[config.mk]
export PLATFORM = sky130hd
export DESIGN_NAME = ledsel_top
export DESIGN_NICKNAME = d
export VERILOG_FILES = /design/src/logic/ledsel_pkg.sv /design/src/logic/ledsel_stretch_if.sv /design/src/logic/ledsel_stretch.sv /design/src/logic/ledsel_top.sv
export SDC_FILE = /design/constraint.sdc
export NUM_CORES = 1
export LEC_CHECK = 0
export ABC_AREA = 1
export ABC_CLOCK_PERIOD_IN_PS = 1700
export BUFFER_PORTS_ARGS = -buffer_cell sky130_fd_sc_hd__buf_4
export CAP_MARGIN = 20
export CORE_AREA = 2 2 80 90
export DETAILED_ROUTE_END_ITERATION = 6
export DIE_AREA = 0 0 82 92
export GPL_TIMING_DRIVEN = 0
export PLACE_DENSITY = 0.72
export SETUP_SLACK_MARGIN = 0.5
export SLEW_MARGIN = 10
export SYNTH_ARGS = -nofsm -noshare
export SYNTH_HDL_FRONTEND = slang
export SYNTH_HIERARCHICAL = 1
export SYNTH_SLANG_ARGS = --single-unit
[constraint.sdc]
create_clock -name pclk -period 1.7 [get_ports pclk]
set_input_delay 0.17 -clock pclk [delete_from_list [all_inputs] [get_ports pclk]]
set_output_delay 0.17 -clock pclk [all_outputs]
set_load 0.03 [all_outputs]
[src/logic/ledsel_pkg.sv]
/*
 * Shared constants for the second indicator pin function selector:
 * register offsets, field positions, reset values and stretch timing.
 * Assumes a 32-bit APB register bus with byte addresses.
 */
package ledsel_pkg;

    // Register byte offsets
    localparam logic [7:0]  OFS_SECOND_INDICATOR_PIN_FUNCTION_SELECT = 8'h00;
    localparam logic [7:0]  OFS_DUPLEX_CONFIG        = 8'h04;
    localparam logic [7:0]  OFS_SOURCE_STATUS        = 8'h08;

    // Function select register fields
    localparam int          FLD_COLLISION_EN       = 0;
    localparam int          FLD_JABBER_EN          = 1;
    localparam int          FLD_RX_ACTIVITY_EN     = 2;
    localparam int          FLD_RX_POLARITY_OK_EN  = 3;
    localparam int          FLD_TX_ACTIVITY_EN     = 4;
    localparam int          FLD_RX_ADDR_MATCH_ONLY = 5;
    localparam int          FLD_PULSE_STRETCH_EN   = 7;
    localparam int          FLD_FD_LINK_EN         = 8;
    localparam int          FLD_ACTIVE_HIGH        = 14;
    localparam int          FLD_COMBINED_STATE     = 15;

    // Writable bits of the function select register
    localparam logic [15:0] SEL_WRITE_MASK = 16'h41bf;
    // Reset: receive polarity source plus pulse stretcher
    localparam logic [15:0] SEL_RESET      = 16'h0088;

    // Duplex configuration register fields
    localparam int          FLD_FULL_DUPLEX_EN     = 0;
    localparam int          FLD_ATTACH_FD_EN       = 1;
    localparam logic [1:0]  DUPLEX_RESET           = 2'h0;

    // Active network port codes
    typedef enum logic [1:0] {
        LEDSEL_PORT_TP   = 2'h0,
        LEDSEL_PORT_AUI  = 2'h1,
        LEDSEL_PORT_GENERAL_PURPOSE_SERIAL_PORT = 2'h3,
        LEDSEL_PORT_NONE = 2'h2
    } ledsel_port_t;

    // Stretch timing
    localparam int          CLK_PERIOD_NS   = 4;
    localparam int          STRETCH_TIME_NS = 20_000_000;
    localparam int          STRETCH_CYCLES  = STRETCH_TIME_NS / CLK_PERIOD_NS;
    localparam int          STRETCH_W       = 23;

endpackage : ledsel_pkg

[src/logic/ledsel_stretch_if.sv]
/*
 * Carrier between the selector top and its pulse stretcher.
 * Assumes both ends sit on the same clock.
 */
`timescale 1ns/1ns
`default_nettype none

interface ledsel_stretch_if;
    logic raw_state;      // Unstretched combined state
    logic stretch_en;     // Stretching wanted
    logic shown_state;    // State to display

    modport ctrl (output raw_state, output stretch_en, input shown_state);
    modport stretcher (input raw_state, input stretch_en, output shown_state);
endinterface : ledsel_stretch_if

`default_nettype wire

[src/logic/ledsel_stretch.sv]
/*
 * Pulse stretcher for the indicator: holds the display on for a fixed
 * number of cycles after each occurrence of the combined state.
 * Assumes raw state is synchronous to pclk.
 */
`timescale 1ns/1ns
`default_nettype none

module ledsel_stretch #(
    parameter int unsigned HOLD_CYCLES = ledsel_pkg::STRETCH_CYCLES
) (
    // Clock and reset
    input  wire logic                      pclk,
    input  wire logic                      presetn,
    // Stretch carrier
    ledsel_stretch_if.stretcher            st
);
    import ledsel_pkg::*;

    localparam logic [STRETCH_W-1:0] HOLD_LOAD = STRETCH_W'(HOLD_CYCLES);

    logic [STRETCH_W-1:0] hold_count;

    // Reload while the state is present, count down after it goes
    always_ff @(posedge pclk or negedge presetn)
    begin
        if (!presetn)
            hold_count <= '0;
        else if (st.raw_state)
            hold_count <= HOLD_LOAD;
        else if (hold_count != '0)
            hold_count <= hold_count - STRETCH_W'(1);
    end

    // Stretched or plain state chosen by the enable
    assign st.shown_state = st.stretch_en ? (st.raw_state || hold_count != '0)
                                          : st.raw_state; // see [RULE_13] see [RULE_17]

endmodule : ledsel_stretch

`default_nettype wire

[src/logic/ledsel_top.sv]
/*
 * Second indicator pin function selector with APB register access.
 * Holds the function select register, the duplex configuration bits,
 * the source combining logic, the stretcher and the pin polarity.
 * Assumes event inputs come from logic on pclk; the pin drives an LED.
 */
// Added by the designer: the register addresses and register access over APB.
// Contract
// [RULE_01] Read-only bit shows present unstretched combined state; writes ignored.
// [RULE_02] Polarity bit one: pin is high while indication asserted.
// [RULE_03] Polarity bit zero: pin is low while indication asserted.
// [RULE_04] Bit 4 includes or excludes transmit activity as a source.
// [RULE_05] Bit 3 includes correct twisted pair receive polarity as a source.
// [RULE_06] Bit 2 includes or excludes network receive activity.
// [RULE_07] Bit 1 includes or excludes the jabber condition.
// [RULE_08] Bit 0 includes or excludes collision activity.
// [RULE_09] Twisted pair port: duplex source is link pass and duplex enable.
// [RULE_10] Attachment port: duplex source needs both duplex enable bits.
// [RULE_11] Serial port: duplex source follows the duplex enable bit.
// [RULE_12] Outside a duplex-capable link pass state the duplex source is zero.
// [RULE_13] Bit 7 stretches each enabled occurrence; zero gives no stretch.
// [RULE_14] Several sources may be enabled; pin shows their logical OR.
// [RULE_15] Bit 5 limits receive indications to address-matched packets.
// [RULE_16] Reset selects receive polarity only, with stretching on.
// [RULE_17] Pin shows stretched or plain state; polarity applied last.
`timescale 1ns/1ns
`default_nettype none

module ledsel_top #(
    parameter int unsigned STRETCH_HOLD = ledsel_pkg::STRETCH_CYCLES
) (
    // Clock and reset
    input  wire logic                  pclk,
    input  wire logic                  presetn,
    // APB slave
    input  wire logic                  psel,
    input  wire logic                  penable,
    input  wire logic                  pwrite,
    input  wire logic [7:0]            paddr,
    input  wire logic [31:0]           pwdata,
    output logic      [31:0]           prdata,
    output logic                       pready,
    output logic                       pslverr,
    // Network event sources
    input  wire logic                  tx_activity,
    input  wire logic                  rx_activity,
    input  wire logic                  rx_addr_match,
    input  wire logic                  rx_polarity_source,
    input  wire logic                  jabber,
    input  wire logic                  collision,
    input  wire logic                  link_pass,
    input  wire ledsel_pkg::ledsel_port_t active_port,
    // Indicator pin
    output logic                       second_indicator_pin
);
    import ledsel_pkg::*;

    // Register state
    logic [15:0] second_indicator_pin_function_select;
    logic [1:0]  duplex_config_register;

    // Decoded control bits
    logic        collision_enable;
    logic        jabber_enable;
    logic        rx_activity_enable;
    logic        rx_polarity_ok_enable;
    logic        tx_activity_enable;
    logic        rx_address_match_only;
    logic        pulse_stretch_enable;
    logic        fd_link_enable;
    logic        active_high;
    logic        full_duplex_enable;
    logic        attachment_full_duplex_enable;

    // Source terms
    logic        rx_qualified;
    logic        fd_link_source;
    logic        combined_function_state;
    logic        shown_state;

    // Bus decode
    logic        setup_phase;
    logic        access_phase;
    logic        addr_known;
    logic        wr_select;
    logic        wr_duplex;
    logic [31:0] next_prdata;
    logic [6:0]  source_snapshot;

    ledsel_stretch_if st_if ();

    assign collision_enable              = second_indicator_pin_function_select[FLD_COLLISION_EN];
    assign jabber_enable                 = second_indicator_pin_function_select[FLD_JABBER_EN];
    assign rx_activity_enable            = second_indicator_pin_function_select[FLD_RX_ACTIVITY_EN];
    assign rx_polarity_ok_enable         = second_indicator_pin_function_select[FLD_RX_POLARITY_OK_EN];
    assign tx_activity_enable            = second_indicator_pin_function_select[FLD_TX_ACTIVITY_EN];
    assign rx_address_match_only         = second_indicator_pin_function_select[FLD_RX_ADDR_MATCH_ONLY];
    assign pulse_stretch_enable          = second_indicator_pin_function_select[FLD_PULSE_STRETCH_EN];
    assign fd_link_enable                = second_indicator_pin_function_select[FLD_FD_LINK_EN];
    assign active_high                   = second_indicator_pin_function_select[FLD_ACTIVE_HIGH];
    assign full_duplex_enable            = duplex_config_register[FLD_FULL_DUPLEX_EN];
    assign attachment_full_duplex_enable = duplex_config_register[FLD_ATTACH_FD_EN];

    // Receive activity, optionally only for address-matched packets
    assign rx_qualified = rx_activity && (!rx_address_match_only || rx_addr_match); // see [RULE_15]

    // Full duplex link source by active port
    always_comb
    begin
        fd_link_source = 1'b0; // see [RULE_12]
        unique case (active_port)
            LEDSEL_PORT_TP:
                fd_link_source = link_pass && full_duplex_enable; // see [RULE_09]
            LEDSEL_PORT_AUI:
                fd_link_source = full_duplex_enable
                                 && attachment_full_duplex_enable; // see [RULE_10]
            LEDSEL_PORT_GENERAL_PURPOSE_SERIAL_PORT:
                fd_link_source = full_duplex_enable; // see [RULE_11]
            LEDSEL_PORT_NONE:
                fd_link_source = 1'b0; // see [RULE_12]
        endcase
    end

    // OR of every enabled source
    assign combined_function_state =
          (tx_activity_enable    && tx_activity)         // see [RULE_04]
        | (rx_polarity_ok_enable && rx_polarity_source)  // see [RULE_05]
        | (rx_activity_enable    && rx_qualified)        // see [RULE_06]
        | (jabber_enable         && jabber)              // see [RULE_07]
        | (collision_enable      && collision)           // see [RULE_08]
        | (fd_link_enable        && fd_link_source);     // see [RULE_14]

    // Hand the combined state to the stretcher
    assign st_if.raw_state  = combined_function_state;
    assign st_if.stretch_en = pulse_stretch_enable; // see [RULE_13]
    assign shown_state      = st_if.shown_state;

    ledsel_stretch #(
        .HOLD_CYCLES (STRETCH_HOLD)
    ) u_stretch (
        .pclk    (pclk),
        .presetn (presetn),
        .st      (st_if.stretcher)
    );

    // Pin driven from a flop, polarity applied last; off during reset
    always_ff @(posedge pclk or negedge presetn)
    begin
        if (!presetn)
            second_indicator_pin <= 1'b1;
        else if (active_high)
            second_indicator_pin <= shown_state;  // see [RULE_02] see [RULE_17]
        else
            second_indicator_pin <= !shown_state; // see [RULE_03]
    end

    // APB phase and address decode
    assign setup_phase  = psel && !penable;
    assign access_phase = psel && penable;
    assign addr_known   = (paddr == OFS_SECOND_INDICATOR_PIN_FUNCTION_SELECT)
                       || (paddr == OFS_DUPLEX_CONFIG)
                       || (paddr == OFS_SOURCE_STATUS);
    assign wr_select    = access_phase && pwrite && (paddr == OFS_SECOND_INDICATOR_PIN_FUNCTION_SELECT);
    assign wr_duplex    = access_phase && pwrite && (paddr == OFS_DUPLEX_CONFIG);

    // Zero wait states; unmapped addresses answer with an error
    assign pready  = 1'b1;
    assign pslverr = access_phase && !addr_known;

    // Function select register; combined state bit is not stored
    always_ff @(posedge pclk or negedge presetn)
    begin
        if (!presetn)
            second_indicator_pin_function_select <= SEL_RESET; // see [RULE_16]
        else if (wr_select)
            second_indicator_pin_function_select <= pwdata[15:0] & SEL_WRITE_MASK; // see [RULE_01]
    end

    // Duplex configuration register
    always_ff @(posedge pclk or negedge presetn)
    begin
        if (!presetn)
            duplex_config_register <= DUPLEX_RESET;
        else if (wr_duplex)
            duplex_config_register <= pwdata[1:0];
    end

    // Raw source view for software
    assign source_snapshot = {fd_link_source, collision, jabber, rx_qualified,
                              rx_polarity_source, rx_activity, tx_activity};

    // Read mux
    always_comb
    begin
        next_prdata = 32'h0000_0000;
        if (paddr == OFS_SECOND_INDICATOR_PIN_FUNCTION_SELECT)
        begin
            next_prdata[15:0] = second_indicator_pin_function_select;
            next_prdata[FLD_COMBINED_STATE] = combined_function_state; // see [RULE_01]
        end
        else if (paddr == OFS_DUPLEX_CONFIG)
            next_prdata[1:0] = duplex_config_register;
        else if (paddr == OFS_SOURCE_STATUS)
        begin
            next_prdata[6:0] = source_snapshot;
            next_prdata[9:8] = active_port;
        end
    end

    // Read data captured in the setup phase, held through access
    always_ff @(posedge pclk or negedge presetn)
    begin
        if (!presetn)
            prdata <= 32'h0000_0000;
        else if (setup_phase && !pwrite)
            prdata <= next_prdata;
    end

endmodule : ledsel_top

`default_nettype wire
==> results of run 1 <==
[power by group]
group          internal (mW)  switching (mW)
registers               1.20          0.0858
clock network          0.588           0.383
logic                  0.305           0.441
total                   2.09           0.910
[cells in the mapped netlist (3+ instances only)]
cell	count	area share
nand2_1	95	0.12
buf_4	21	0.054
or2_2	4	0.0086
nor2_1	47	0.061
buf_6	3	0.012
a21o_1	5	0.013
nand4_1	10	0.022
nor3_1	4	0.0069
dfstp_2	3	0.027
nor2_2	15	0.032
dfrtp_1	44	0.38
a21oi_1	5	0.0086
inv_1	36	0.047
nand3_1	44	0.076
o21ai_1	7	0.012
o21ai_0	4	0.0069
nand2_2	5	0.011
nor2_4	4	0.016
[flip-flops by register name, summed over array words and instances (netlist names)]
name / count
duplex_config_register: 2
prdata: 12
second_indicator_pin: 1
second_indicator_pin_function_select: 9
u_stretch/hold_count: 23
[cell families (layout without fill, tap and decap cells)]
| kind of cell | count (synthesis) | count (layout) | share of synthesized area |
|---|---|---|---|
| simple gates | 235 | 235 | 0.392 |
| fa+ha+maj | 1 | 1 | 0.00432 |
| other cells | 2 | 21 | 0.00259 |
| buf+inv | 67 | 137 | 0.130 |
| compound gates | 25 | 25 | 0.0519 |
| flops | 47 | 47 | 0.408 |
| xor+xnor | 4 | 4 | 0.0121 |
[metal layers]
metal	vias up	global-route usage
li1	1348	-
met1	1190	0.228
met2	65	0.356
met3	15	0.0305
met4	0	0.0639
met5	-	0
[what timing repair did]
action	in CTS	in global routing
gates cloned	2	0
pin swaps	6	7
buffers inserted	9	6
endpoints found under the setup margin	25	26
hold buffers	1	0
hold endpoints to repair	44	0
gates resized for setup	11	11
[layout make-up]
type | count | area share
buffer | 27 | 0.0619
clock buffer | 6 | 0.0189
clock inverter | 2 | 0.0156
inverter | 40 | 0.0430
multi-input combinational | 286 | 0.390
sequential | 47 | 0.307
tap | 85 | 0.0277
timing repair buffer | 62 | 0.135
[worst min path at each step]
stage                                                          end  cells past startpoint
2_1_floorplan                duplex_config_register[0]$_DFFE_PN0P_                      0
6_report       second_indicator_pin_function_select[3]$_DFFE_PN1P_                      3
3_5_place_dp                   u_stretch/hold_count[4]$_DFFE_PN0P_                      1
3_3_place_gp                   u_stretch/hold_count[2]$_DFFE_PN0P_                      1
4_1_cts        second_indicator_pin_function_select[3]$_DFFE_PN1P_                      3
5_1_grt        second_indicator_pin_function_select[3]$_DFFE_PN1P_                      3
[critical path, cell delays in order, from the launching register on]
cell     delay [ns]
dfrtp_1        0.38
inv_2          0.06
o21ai_4        0.13
nor2_2         0.05
nor2_1         0.10
nand2_1        0.09
buf_6          0.14
inv_8          0.05
nand4_4        0.10
inv_4          0.11
buf_12         0.11
buf_16         0.11
nor2_2         0.03
[per-stage QoR]
step | setup slack, ns | instances | area (µm²) | util
floorplan | 0.249 | 400 | 3010 | -
global placement | 0.0760 | 529 | 3450 | 0.512
detailed placement | 0.0163 | 529 | 3450 | 0.512
CTS | 0.0495 | 549 | 3750 | 0.558
global route | 0.00450 | 555 | 3840 | 0.571
finish | 0.120 | 555 | 3840 | 0.571
==> run metrics, run 1 <==
vias per inst 4.72; Slew @ Worst Pin 0.598 ns; DR iter-0 viols 103; Post-Synthesis Cells 381; I/O pins 89; Seq/Total Area, Yosys 0.408; Clock Pin Slew Worst Setup and Hold Paths 0.09 ns; Num CTS Buffers 5; Max H-tree Level 2; Max Used Layer met4; die outline height 92 µm; Final Hold Fails 0; Cell Area, Synth 0.00290 mm²; crit start category flop; Initial Utilization 0.430; fin. max-slew vios 0; final wirelength 6.87 mm; NumNets Final 524; sequential cell area 0.00118 mm²; kind of end point of the critical path flop; register bit total from synthesis 47; clock skew 0.00829 ns; hold wc startpoint pwdata[3]; # DRC 0; die area 0.00754 mm²; VDD IR max 571 µV; Leakage 2.00 nW; post-route ant nets 0; status complete, no violations; RR Endpoint u_stretch/hold_count[20]$_DFFE_PN0P_; r2r setup slk 0.12 ns; Setup CP Type flop to flop; commonest non-fill, non-tap cell in the layout nand2_1; # setup viols final 0; row cnt 32; Final Wtd Congestion 0.845; share of cells above drive strength 1 0.326; hpwl dp 5.01 mm; CTS tree built; setup tns final 0 ns; clock latency on the worst-skew pair 0.30 ns; area of the core 0.00673 mm²; GRT Total Usage 0.195; Worst setup endpoint u_stretch/hold_count[20]$_DFFE_PN0P_; antenna violations before repair 0; Clock Path Buffers 2; R2R Path Start second_indicator_pin_function_select[5]$_DFFE_PN0P_; most frequent cells in the layout nand2_1, buf_4, dfrtp_1, nand3_1, nor2_1; Netlist cell types 34; M1 WL 2.79 mm; via count 2618; RSZ-0062 raised after global routing true; Setup crit start second_indicator_pin_function_select[5]$_DFFE_PN0P_; Layout area overhead 32.7%; ys flop type dfrtp_1; antenna cells 0; met3 wire length 279 µm; WP data arrival 1.78 ns; Final min period 1.58 ns; Wirelength per Cell 12.4 µm; asr flop ratio synth 1.00; final hold slack 0.0839 ns; number of fill cells in the layout 617; CTS sink cnt 47; HP Class input port to flop; Post-synth EDFFs 0; Multi-input gate area 0.00150 mm²; Rel. slew slack 0.602; routed wl met2 3.64 mm; GRT Residual Overflow 0; TritonRoute pass-1 iters 6; Max Cap Viol 0; R2R cell count 12; Max FO, Critical Path 5; Final period util 0.930; largest net degree at the start of global routing 48; Worst EP required 1.90 ns; Ys Warns 6; DIE WIDTH 82 µm; vias in the first global route 2603; I/O Buffers 44; total power 3.00 mW; first-pass GRT wire length 11.6 mm; fmax 633 MHz; Root Driver clkbuf_8; Pwr Density 782 mW/mm²; syn_area_per_cell 7.60 µm²
No activity file was read; power rests on OpenSTA's default activity.
==> run 2: changes to the inputs <==
- CORE_AREA: 2 2 80 90 -> 2 2 84 86
- DIE_AREA: 0 0 82 92 -> 0 0 86 88
- REMOVE_ABC_BUFFERS: unset -> 1
==> run 2 against run 1 <==
  * Cell count down 3.8%
  * Non-clock buffer count down 16
  * Register-to-register slack better by 0.08 ns
  * Power down 4.1%
  * Sequential share of layout area up 1.3 points
  * Worst setup slack better by 0.083 ns
  * Sequential power about the same
  * Count of clock-buffer cells in the layout down 1
  * Clock skew up 0.0054 ns
  * Flip-flop and latch count unchanged
  * First-iteration DRC count up 28%
  * Critical path depth down 2
  * Critical path type unchanged
==> run metrics, run 2 (synthesis gave the netlist of run 1 again) <==
CP bufs+invs 3; GRT Residual Overflow 0; Max FO, Critical Path 7; final worst slack 0.202 ns; die area 0.00757 mm²; vias in the first global route 2513; crit start category flop; Setup CP Type flop to flop; Final Wtd Congestion 0.860; HP Class input port to flop; final hold slack 0.0732 ns; CTS sink cnt 47; GRT Total Usage 0.186; antenna violations before repair 0; worst hold stages 3; clock latency on the worst-skew pair 0.31 ns; post-route ant nets 0; fmax 668 MHz; Initial Utilization 0.436; most frequent cells in the layout nand2_1, buf_4, nand3_1, dfrtp_1, nor2_1; Final min period 1.50 ns; commonest non-fill, non-tap cell in the layout nand2_1; total power 2.88 mW; Wirelength per Cell 12.7 µm; Clock Pin Slew Worst Setup and Hold Paths 0.10 ns; RSZ-0062 raised after global routing true; critical path's top delay family simple AND/OR/NAND/NOR gates; slowest stage cell on the critical path dfrtp_1; Final Util 0.555; Max H-tree Level 2; Root Driver clkbuf_8; Max Cap Viol 0; die outline height 88 µm; R2R cell count 10; Rel. slew slack 0.611; status complete, no violations; Cell Chain, Critical Path inv_2 > o21ai_2 > nor2_1 > nor2_2 > nand2_4 > inv_4 > nand4_4 > inv_8 > nor2_2 > xnor2_1; CTS tree built; Crit path largest cell delay 0.37 ns; Pwr Density 782 mW/mm²; kind of end point of the critical path flop; Layout area overhead 27.3%; antenna cells 0; I/O pins 89; share of cells above drive strength 1 0.339; top flop regs u_stretch/hold_count x23, prdata x12, second_indicator_pin_function_select x9; DR iter-0 viols 132; I/O Buffers 44; max FFs per register 23; vias per inst 4.91; Top cell by count, worst path nor2_2; post-route insts no fill 534; Worst Hold End second_indicator_pin_function_select[3]$_DFFE_PN1P_; hold wc startpoint pwdata[3]; WP data arrival 1.74 ns; Top reg by flops u_stretch/hold_count; hpwl dp 4.62 mm; TritonRoute pass-1 iters 4; Leakage 1.88 nW; r2r setup slk 0.20 ns; area of the core 0.00664 mm²; Worst EP required 1.94 ns; Final Hold Fails 0; placed instance count 497; Num CTS Buffers 5; VDD IR max 305 µV; # DRC 0; Final period util 0.881; first-pass GRT wire length 11.2 mm; DIE WIDTH 86 µm; via count 2624; fin. max-slew vios 0; row cnt 30; # setup viols final 0; R2R Path Start second_indicator_pin_function_select[5]$_DFFE_PN0P_; NumNets Final 508; Slew @ Worst Pin 0.584 ns; pre-CTS setup slack -0.529 ns; largest net degree at the start of global routing 48; final wirelength 6.77 mm; RR Endpoint second_indicator_pin$_DFF_PN1_; clock skew 0.0137 ns; Clock Path Buffers 2
run 2: cell types whose count changed in the layout (fill, tap and decap cells not counted), moves of 5 or more:
cell / change
buf_4: -11
nor2_1: -8
nor2_2: +6
nand2_1: -5
nand2_2: +5
run 2: area by class of cell:
| class | count | area, µm² |
|---|---|---|
| clock buffer | 5 | 68.8 |
| clock inverter | 3 | 47.5 |
| inverter | 40 | 165 |
| tap | 80 | 100 |
| fill | 614 | 2960 |
| multi-input combinational | 286 | 1530 |
| sequential | 47 | 1180 |
| timing repair buffer | 73 | 592 |
run 2: per-stage QoR:
stage               cell area, µm²  TNS [ns]
floorplan                     2750         0
global placement              3180     -5.24
detailed placement            3180     -6.02
CTS                           3530         0
global route                  3690         0
finish                        3690         0
run 2: routing by layer:
metal  part of all wire  global-route usage  up-vias
li1                   -                   -     1310
met5                  0                   0        -
met4              0.016              0.0722        0
met3              0.037              0.0349       11
met2               0.51               0.328       74
met1               0.44               0.226     1229
run 2: worst min-delay path: stages:
cell	delay, ns
buf_4	0.11
nand3_1	0.07
nand2_1	0.05
run 2: power by group:
group	total (mW)	switching (mW)	leakage, nW	internal, mW
logic	0.720	0.443	1.24	0.277
registers	1.30	0.0970	0.584	1.20
clock network	0.863	0.416	0.0587	0.446
total	2.88	0.957	1.88	1.92
run 2: timing repair:
item / 4_1_cts / 5_1_grt
setup endpoints to repair: 26 / 26
endpoints found under the hold margin: 44 / 0
hold buffers: 1 / 0
resized for setup: 28 / 21
setup buffers: 17 / 11
pin swaps: 11 / 6
run 2: how the worst max path moves through the flow:
stage | from | endpoint | slack (ns) | cells past startpoint
2_1_floorplan | second_indicator_pin_function_select[5]$_DFFE_PN0P_ | second_indicator_pin$_DFF_PN1_ | 0.02 | 10
3_3_place_gp | second_indicator_pin_function_select[5]$_DFFE_PN0P_ | second_indicator_pin$_DFF_PN1_ | -0.47 | 10
3_5_place_dp | second_indicator_pin_function_select[5]$_DFFE_PN0P_ | second_indicator_pin$_DFF_PN1_ | -0.53 | 10
4_1_cts | second_indicator_pin_function_select[5]$_DFFE_PN0P_ | second_indicator_pin$_DFF_PN1_ | 0.22 | 10
5_1_grt | second_indicator_pin_function_select[4]$_DFFE_PN0P_ | second_indicator_pin$_DFF_PN1_ | 0.11 | 9
6_report | second_indicator_pin_function_select[5]$_DFFE_PN0P_ | second_indicator_pin$_DFF_PN1_ | 0.20 | 10
